`src/core/dio_pkg.sv`:
```
// Shared constants and carrier types for the digital I/O port bank
package dio_pkg;
  localparam logic [9:0]  ADDR_CTRL_LOW     = 10'h321;
  localparam logic [9:0]  ADDR_INTERNAL     = 10'h322;
  localparam logic [9:0]  ADDR_STATUS_A     = 10'h323;
  localparam logic [9:0]  ADDR_STATUS_B     = 10'h324;
  localparam logic [9:0]  ADDR_CTRL_HIGH    = 10'h325;
  localparam logic [7:0]  RESET_OUTPUTS     = 8'hff;
  localparam logic [15:0] RESET_RELAY       = 16'hffff;
  localparam logic [1:0]  INPUT_PAD         = 2'h3;
  localparam logic [3:0]  CTRL_HIGH_PAD     = 4'hf;
  localparam int          BIT_HEALTH        = 0;
  localparam int          BIT_SEQUENCE      = 2;
  localparam int          BIT_DIAG          = 3;
  localparam int          BIT_THERMAL       = 4;
  localparam int          BIT_PRESSURE      = 5;
  localparam int          BIT_KEEPALIVE     = 0;
  localparam int          BIT_PUMP          = 1;
  localparam int          WATCHDOG_SECONDS  = 5;
  localparam longint      CLOCK_HZ          = 125000000;
  localparam longint      WATCHDOG_CYCLES   = WATCHDOG_SECONDS * CLOCK_HZ;
  localparam int          SYNC_STAGES       = 3;

  typedef struct packed {
    logic       rd;
    logic       wr;
    logic [9:0] addr;
    logic [7:0] wdata;
  } io_req_s;

  typedef struct packed {
    logic       health_flag_n;
    logic       sequence_running_n;
    logic       diagnostics_active_n;
    logic       thermal_alarm_n;
    logic       pressure_fault_n;
  } status_s;
endpackage

```
`src/core/dio_input_sync.sv`:
```
// Three-stage synchroniser with agreement filter for pin inputs
`timescale 1ns/1ns
module dio_input_sync #(
  parameter int WIDTH = 8
) (
  input  wire logic             i_sys_clk,
  input  wire logic             i_rst,
  input  wire logic [WIDTH-1:0] i_pins,
  output logic      [WIDTH-1:0] o_levels
);
  genvar g;
  generate
    for (g = 0; g < WIDTH; g++) begin : g_bit
      logic meta;
      logic s2;
      logic s3;
      logic level;
      always_ff @(posedge i_sys_clk) begin
        if (i_rst) begin
          meta <= 1'b1;
          s2 <= 1'b1;
          s3 <= 1'b1;
        end else begin
          meta <= i_pins[g];
          s2 <= meta;
          s3 <= s2;
        end
      end
      // Idle pins read de-asserted (high) after reset
      always_ff @(posedge i_sys_clk) begin
        if (i_rst) begin
          level <= 1'b1;
        end else if (s2 == s3) begin
          level <= s3;
        end
      end
      assign o_levels[g] = level;
    end
  endgenerate
endmodule

```
`src/core/dio_ports.sv`:
```
// Byte-wide digital I/O port bank with status flags and relay board port
//
// Behaviour
// Port 0x321 read returns remote inputs 1-6 active low, bits 6-7 one.
// Port 0x325 read returns remote inputs 7-12 active low, bits 6-7 one.
// Write to 0x321 drives control outputs 1-8, zero asserts.
// Write to 0x325 bits 0-3 drives control outputs 9-12, active low.
// Port 0x322 read returns eight spare internal input bits.
// Status bit 0 is zero when healthy, one on alarm or diagnostics.
// Status bit 2 is zero while a calibration sequence runs.
// Status bit 3 is zero while in diagnostic mode.
// Status bit 4 is zero on any temperature alarm.
// Status bit 5 is zero on any pressure alarm; bits 1,6,7 spare.
// Write to 0x324 drives eight spare status outputs.
// Firmware toggles relay keep-alive bit at least every five seconds.
// Relay bit 1 zero turns zero-air pump on; bits 2-5 spare.
// Keep-alive stale beyond five seconds forces relay outputs inactive.
// Outputs hold last write; input reads return synchronised samples.
`timescale 1ns/1ns
module dio_ports #(
  parameter longint WATCHDOG_LIMIT = dio_pkg::WATCHDOG_CYCLES
) (
  input  wire logic            i_sys_clk,
  input  wire logic            i_rst,
  input  wire dio_pkg::io_req_s i_io_req,
  output logic [7:0]           o_io_rdata,
  output logic                 o_io_ack,
  input  wire logic [11:0]     i_remote_in_n,
  input  wire logic [7:0]      i_internal_in,
  output logic [11:0]          o_control_out_n,
  output logic [7:0]           o_internal_out,
  output logic [7:0]           o_status_a,
  output logic [7:0]           o_status_b,
  input  wire logic            i_relay_wr,
  input  wire logic [15:0]     i_relay_wdata,
  output logic [15:0]          o_relay_out,
  output dio_pkg::status_s     o_status_flags,
  output logic                 o_relay_active
);
  import dio_pkg::*;

  // Relay board port: safe until the keep-alive bit proves firmware is alive
  typedef enum logic {
    RELAY_SAFE,
    RELAY_LIVE
  } relay_state_e;

  logic [11:0] remote_sync;
  logic [7:0]  internal_sync;
  logic [7:0]  ctrl_low;
  logic [3:0]  ctrl_high;
  logic [7:0]  internal_out;
  logic [7:0]  status_a;
  logic [7:0]  status_b;
  logic [15:0] relay_reg;
  logic        keepalive_last;
  logic [39:0] stale_count;
  logic        relay_active;
  logic [7:0]  next_rdata;
  logic        wr_low;
  logic        wr_high;
  logic        wr_int;
  logic        wr_sta;
  logic        wr_stb;
  logic        any_req;
  logic        keepalive_toggled;
  logic        window_expired;
  logic [7:0]  remote_low_byte;
  logic [7:0]  remote_high_byte;
  logic [15:0] relay_masked;
  relay_state_e relay_state;

  dio_input_sync #(
    .WIDTH(12)
  ) u_remote_sync (
    .i_sys_clk (i_sys_clk),
    .i_rst     (i_rst),
    .i_pins    (i_remote_in_n),
    .o_levels  (remote_sync)
  );

  dio_input_sync #(
    .WIDTH(8)
  ) u_internal_sync (
    .i_sys_clk (i_sys_clk),
    .i_rst     (i_rst),
    .i_pins    (i_internal_in),
    .o_levels  (internal_sync)
  );

  assign wr_low  = i_io_req.wr && (i_io_req.addr == ADDR_CTRL_LOW);
  assign wr_high = i_io_req.wr && (i_io_req.addr == ADDR_CTRL_HIGH);
  assign wr_int  = i_io_req.wr && (i_io_req.addr == ADDR_INTERNAL);
  assign wr_sta  = i_io_req.wr && (i_io_req.addr == ADDR_STATUS_A);
  assign wr_stb  = i_io_req.wr && (i_io_req.addr == ADDR_STATUS_B);
  assign any_req = i_io_req.rd || i_io_req.wr;

  // Outputs reset de-asserted so contacts stay open until firmware writes
  always_ff @(posedge i_sys_clk) begin
    if (i_rst) begin
      ctrl_low <= RESET_OUTPUTS;
    end else if (wr_low) begin
      ctrl_low <= i_io_req.wdata;
    end
  end

  always_ff @(posedge i_sys_clk) begin
    if (i_rst) begin
      ctrl_high <= CTRL_HIGH_PAD;
    end else if (wr_high) begin
      ctrl_high <= i_io_req.wdata[3:0];
    end
  end

  always_ff @(posedge i_sys_clk) begin
    if (i_rst) begin
      internal_out <= RESET_OUTPUTS;
    end else if (wr_int) begin
      internal_out <= i_io_req.wdata;
    end
  end

  // Firmware encodes the flag meanings; the port just holds the byte
  always_ff @(posedge i_sys_clk) begin
    if (i_rst) begin
      status_a <= RESET_OUTPUTS;
    end else if (wr_sta) begin
      status_a <= i_io_req.wdata;
    end
  end

  always_ff @(posedge i_sys_clk) begin
    if (i_rst) begin
      status_b <= RESET_OUTPUTS;
    end else if (wr_stb) begin
      status_b <= i_io_req.wdata;
    end
  end

  // Pin n of the control connector follows bit n-1 of 0x321 for pins 1-8 and bit n-9 of 0x325 for pins 9-12
  genvar c;
  generate
    for (c = 0; c < 12; c++) begin : g_ctrl_pin
      if (c < 8) begin : g_low
        assign o_control_out_n[c] = ctrl_low[c];
      end else begin : g_high
        assign o_control_out_n[c] = ctrl_high[c-8];
      end
    end
  endgenerate

  assign o_internal_out  = internal_out;
  assign o_status_a      = status_a;
  assign o_status_b      = status_b;

  assign o_status_flags.health_flag_n        = status_a[BIT_HEALTH];
  assign o_status_flags.sequence_running_n   = status_a[BIT_SEQUENCE];
  assign o_status_flags.diagnostics_active_n = status_a[BIT_DIAG];
  assign o_status_flags.thermal_alarm_n      = status_a[BIT_THERMAL];
  assign o_status_flags.pressure_fault_n     = status_a[BIT_PRESSURE];

  // Upper two bits of each remote byte have no pin behind them
  assign remote_low_byte  = {INPUT_PAD, remote_sync[5:0]};
  assign remote_high_byte = {INPUT_PAD, remote_sync[11:6]};

  // Read mux; write-only addresses such as 0x323 read back zero
  always_comb begin
    next_rdata = 8'h00;
    case (i_io_req.addr)
      ADDR_CTRL_LOW: begin
        next_rdata = remote_low_byte;
      end
      ADDR_CTRL_HIGH: begin
        next_rdata = remote_high_byte;
      end
      ADDR_INTERNAL: begin
        next_rdata = internal_sync;
      end
      default: begin
        next_rdata = 8'h00;
      end
    endcase
  end

  always_ff @(posedge i_sys_clk) begin
    if (i_rst) begin
      o_io_rdata <= 8'h00;
    end else if (i_io_req.rd) begin
      o_io_rdata <= next_rdata;
    end
  end

  always_ff @(posedge i_sys_clk) begin
    if (i_rst) begin
      o_io_ack <= 1'b0;
    end else begin
      o_io_ack <= any_req;
    end
  end

  always_ff @(posedge i_sys_clk) begin
    if (i_rst) begin
      relay_reg <= RESET_RELAY;
    end else if (i_relay_wr) begin
      relay_reg <= i_relay_wdata;
    end
  end

  assign keepalive_toggled = relay_reg[BIT_KEEPALIVE] != keepalive_last;
  assign window_expired    = stale_count >= 40'(WATCHDOG_LIMIT);

  // Keep-alive watchdog: any change of bit 0 restarts the window
  always_ff @(posedge i_sys_clk) begin
    if (i_rst) begin
      keepalive_last <= 1'b1;
      stale_count <= 40'h0;
    end else if (keepalive_toggled) begin
      keepalive_last <= relay_reg[BIT_KEEPALIVE];
      stale_count <= 40'h0;
    end else if (!window_expired) begin
      stale_count <= stale_count + 40'h1; // Saturates so a long stall cannot wrap
    end
  end

  // Starts safe until firmware proves life; a toggle beats a lapse in the same cycle
  always_ff @(posedge i_sys_clk) begin
    if (i_rst) begin
      relay_state <= RELAY_SAFE;
    end else begin
      case (relay_state)
        RELAY_SAFE: begin
          if (keepalive_toggled) begin
            relay_state <= RELAY_LIVE;
          end
        end
        RELAY_LIVE: begin
          if (!keepalive_toggled && window_expired) begin
            relay_state <= RELAY_SAFE;
          end
        end
        default: begin
          relay_state <= RELAY_SAFE;
        end
      endcase
    end
  end

  assign relay_active = (relay_state == RELAY_LIVE);

  // Safe state drives every line high, which turns the pump off
  genvar r;
  generate
    for (r = 0; r < 16; r++) begin : g_relay_line
      assign relay_masked[r] = relay_active ? relay_reg[r] : RESET_RELAY[r];
    end
  endgenerate

  always_ff @(posedge i_sys_clk) begin
    if (i_rst) begin
      o_relay_out <= RESET_RELAY;
    end else begin
      o_relay_out <= relay_masked;
    end
  end

  assign o_relay_active = relay_active;
endmodule

```
`config.mk`:
```
export PLATFORM = sky130hd
export DESIGN_NAME = dio_ports
export DESIGN_NICKNAME = d
export VERILOG_FILES = /design/src/core/dio_pkg.sv /design/src/core/dio_input_sync.sv /design/src/core/dio_ports.sv
export SDC_FILE = /design/constraint.sdc
export NUM_CORES = 1
export LEC_CHECK = 0
export BUFFER_PORTS_ARGS = -buffer_cell sky130_fd_sc_hd__buf_2
export CAP_MARGIN = 40
export CORE_MARGIN = 2
export CORE_UTILIZATION = 40
export DETAILED_ROUTE_END_ITERATION = 6
export PLACE_DENSITY = 0.62
export SLEW_MARGIN = 40
export SYNTH_ARGS = -nofsm -noshare
export SYNTH_HDL_FRONTEND = slang
export SYNTH_HIERARCHICAL = 1
export SYNTH_SLANG_ARGS = --single-unit
```
`constraint.sdc`:
```
create_clock -name i_sys_clk -period 3.1 [get_ports i_sys_clk]
set_clock_uncertainty 0.05 [all_clocks]
set_input_delay 0.775 -clock i_sys_clk [delete_from_list [all_inputs] [get_ports i_sys_clk]]
set_output_delay 0.775 -clock i_sys_clk [all_outputs]
set_load 0.03 [all_outputs]
```
==> metrics.sh <==
FLOORPLAN.CORE_AREA_UM2=17900
SETUP.WORST_PATH.CLASS='reg -> reg'
FIN_HOLD_WS_NS=0.3524
DIE-AREA_UM2=19330
P_PER_AREA_nW_PER_UM2=594.9
P_LEAK_nW=3.515
WORST-ENDPOINT-ARRIVAL_NS=2.59
DRT_DRC_VIOLATIONS_LEFT=0
WORSTHOLDPATHCELLS=1
LARGEST_REGISTER_FFS=40
SYNTH_COMPOUND_AREA_FRAC=0.1103
SYNTH-ADDER-AREA-SHARE=0.003431
FIRST_GLOBAL_VIAS=4863
GRT_PASS1_WL_MM=25.03
LAYOUT.FILLER_CELLS=1649
DOMINANT_COMBINATIONAL_CELL_FAMILY_BY_AREA_AFTER_SYNTHESIS='simple AND/OR/NAND/NOR gates'
LAYOUT_MIN_CYCLE_TIME_NS=2.291
PORT_BUFFERS=125
CTS.REPAIR_TIMING.SETUP_BUFFER_COUNT=0
CRITPATHMAXFANOUT=52
SYNTH_XOR_AREA_FRAC=0.002402
REPORT.POWER.TOTAL_mW=5.059
POST_CTS.RESIZED_INSTANCES=0
DOMINANTREGCELLSYNTH='dfxtp_1'
HTREEDEPTH=4
CRITICAL_PATH_SINK_TYPE='flop'
CTS_NUM_SINKS=199
HOLDCRITPATHCLASS='reg -> reg'
POWER.IR.VDD_WORST_mV=0.4092
REG2REG_DEPTH=5
SETUP_TOTAL_NEGATIVE_SLACK_NS=0
SYNTH_CELLS=751
NUMBER_OF_VIOLATIONS_OF_THE_MAX_CAPACITANCE_LIMIT=0
SYNTH_AREA_PER_CELL_UM2=9.711
CTS_INSERTED_BUFFERS=17
SYNTHDISTINCTLIBCELLS=51
FINAL-SEQ-AREA_UM2=3984
RSZ0062_AT_GRT='false'
GRT_ANTENNA_BEFORE_REPAIR=0
SETUP_VIOL=0
MAXSLEWVIOLCOUNT=0
AREA_GROWTH_PCT=16.61
WIRE_PER_INST_UM=13.83
REQUIRED_NS=3.40
STATUS='complete, no violations'
MULTI_INPUT_GATE_AREA_IN_THE_FINAL_LAYOUT_UM2=2890
IO-PIN-COUNT=126
ROUTE.FINAL.WIRE_LENGTH_MM=15.03
FINAL_ANTENNA_NET_COUNT=0
SYNTH_SIMPLE_GATE_AREA_FRAC=0.2403
INITIAL_UTILIZATION=0.4074
CELL_COUNT_FINAL_FILLERS_OUT=1087
DRT-PASS1-ITER-COUNT=5
GRT_USE_TOTAL=0.1587
HOLD_BUFFERS=0
SYNTH.NET_COUNT=812
FIN_NETS=907
YOSYSWARNINGCOUNT=6
ROUTED-VIA-COUNT=5434
TIGHTESTPINTRANSITION_NS=0.7879
FINAL_MIN_PERIOD_OVER_CLOCK_PERIOD=0.7389
GLOBALROUTEOVERFLOWTOTAL=0
FINALHOLDVIOLATIONS=0
CHIPHEIGHT_UM=139.0
PRE_CTS_WS_NS=0.6251
WORSTSETUPSTARTPOINTTYPE='flop'
TIMING.MAX_SLEW.REL_SLACK=0.4747
CHIPWIDTH_UM=139.0
CLOCK-ROOT-BUFFER='clkbuf_16'
ASYNCSETRESETFLOPFRACSYNTH=0
WORST_SETUP_HOLD_PATH_CLK_SLEW_NS=0.07
FINAL.SETUP.WORST_SLACK_NS=0.8094
LAYOUT_CELL_SHARE_WITH_DRIVE_STRENGTH_BEYOND_1=0.2343
MAX_CLOCK_FREQ_GHz=0.4366
PLACE.DETAILED.HPWL_MM=10.08
SYNTH_AREA_UM2=7293
YOSYS_REGISTER_BITS=199
TRITONCTS='yes'
ROWS=49
NUMBER_OF_SYNTHESIZED_FLOPS_WITH_AN_ENABLE_PIN=0
ANTENNA_CELLS=0
DETAIL_ROUTE.VIAS_PER_CELL=4.999
CTS_MAX_PATH_BUFFERS=2
GP_CONGESTION=0.7475
WORSTSKEWPAIRLATENCY_NS=0.43
INITIALDRTVIOLATIONCOUNT=340
GRT_MAX_DEGREE=95
POST-PLACE-CELLS=1056
YS_SEQ_AREA_FRAC=0.5462
SYNTH.AREA.MUX_SHARE=0.03980
## cell families after synthesis
logic type | after synthesis
AOI/OAI and AO/OA | 126
and+or+nand+nor | 324
muxes | 29
adders and majority gates | 2
xor gates and xnor gates | 2
buffers and inverters | 69
DFF | 199
## synthesized netlist by cell type, drive strengths merged (2+ instances only)
cell,number,area [um2]
nand2,84,315.3
or3,15,93.84
nand3,31,160.1
or2,61,381.6
nor2,36,135.1
buf,38,299.0
nand4,23,143.9
o21ai,24,120.1
ha,2,25.02
a211o,6,52.55
o211ai,7,52.55
nor2b,4,25.02
o31ai,7,52.55
and2,4,25.02
a21oi,43,215.2
o21bai,20,150.1
inv,6,22.52
and3,21,131.4
nand2b,16,100.1
or4,13,97.59
a22o,6,52.55
a22oi,6,45.04
nor4,7,65.06
clkbuf,25,97.59
dfxtp,199,3984
a311oi,2,17.52
nor3,2,15.01
mux2i,29,290.3
## power by group
part | switching, mW | internal (mW)
Sequential | 0.0244 | 2.61
Combinational | 0.120 | 0.0928
Clock | 0.949 | 1.26
Total | 1.09 | 3.97
## cells in the final DEF (no fill, tap or decap), types with 23 or more instances in the layout
master   Yosys  routed
a21oi_1     43      43
nor2_1      36      36
nand3_1     30      30
dfxtp_1    199     199
or2_1       32      32
nand2_1     84      84
nand4_1     23      23
or2_2       29      29
buf_2        5     125
mux2i_1     29      29
## metrics by stage
step           area [um2]    util
6_report             8504  0.4750
5_1_grt              8504  0.4750
4_1_cts              8504  0.4750
3_5_place_dp         7914  0.4421
3_3_place_gp         7914  0.4421
2_1_floorplan        7293       -
## worst max-delay path, stage by stage (launching register included)
cell and delay (ns):
dfxtp_1 0.37, or4_1 0.56, nor3_2 0.17, o21a_2 0.69
o21ai_0 0.20, a21oi_1 0.17
## layer usage
metal | routed length [um] | track usage | share of wire
met1 | 7290 | 0.2151 | 0.49
met4 | 223 | 0.06326 | 0.015
met5 | 0 | 0 | 0
met2 | 6891 | 0.2432 | 0.46
met3 | 623 | 0.04040 | 0.041
## cell type report
class                           count  area share
Clock buffer                       23     0.05620
Multi-Input combinational cell    483      0.3399
Sequential cell                   199      0.4684
Inverter                            6    0.002648
Timing Repair Buffer              139     0.08592
Clock inverter                      8     0.01324
Tap cell                          229     0.03369
## path summary, 6_finish.rpt
kind	start	to	slack (ns)
worst min-delay path	u_internal_sync/g_bit[1].meta$_SDFF_PP1_	u_internal_sync/g_bit[1].s2$_SDFF_PP1_	0.35
worst min register to register	u_internal_sync/g_bit[1].meta$_SDFF_PP1_	u_internal_sync/g_bit[1].s2$_SDFF_PP1_	0.35
worst max-delay path	stale_count[27]$_SDFFE_PP0N_	stale_count[1]$_SDFFE_PP0N_	0.81
worst max register to register	stale_count[27]$_SDFFE_PP0N_	stale_count[1]$_SDFFE_PP0N_	0.81
Note: power is estimated with default switching activity, not from simulation.
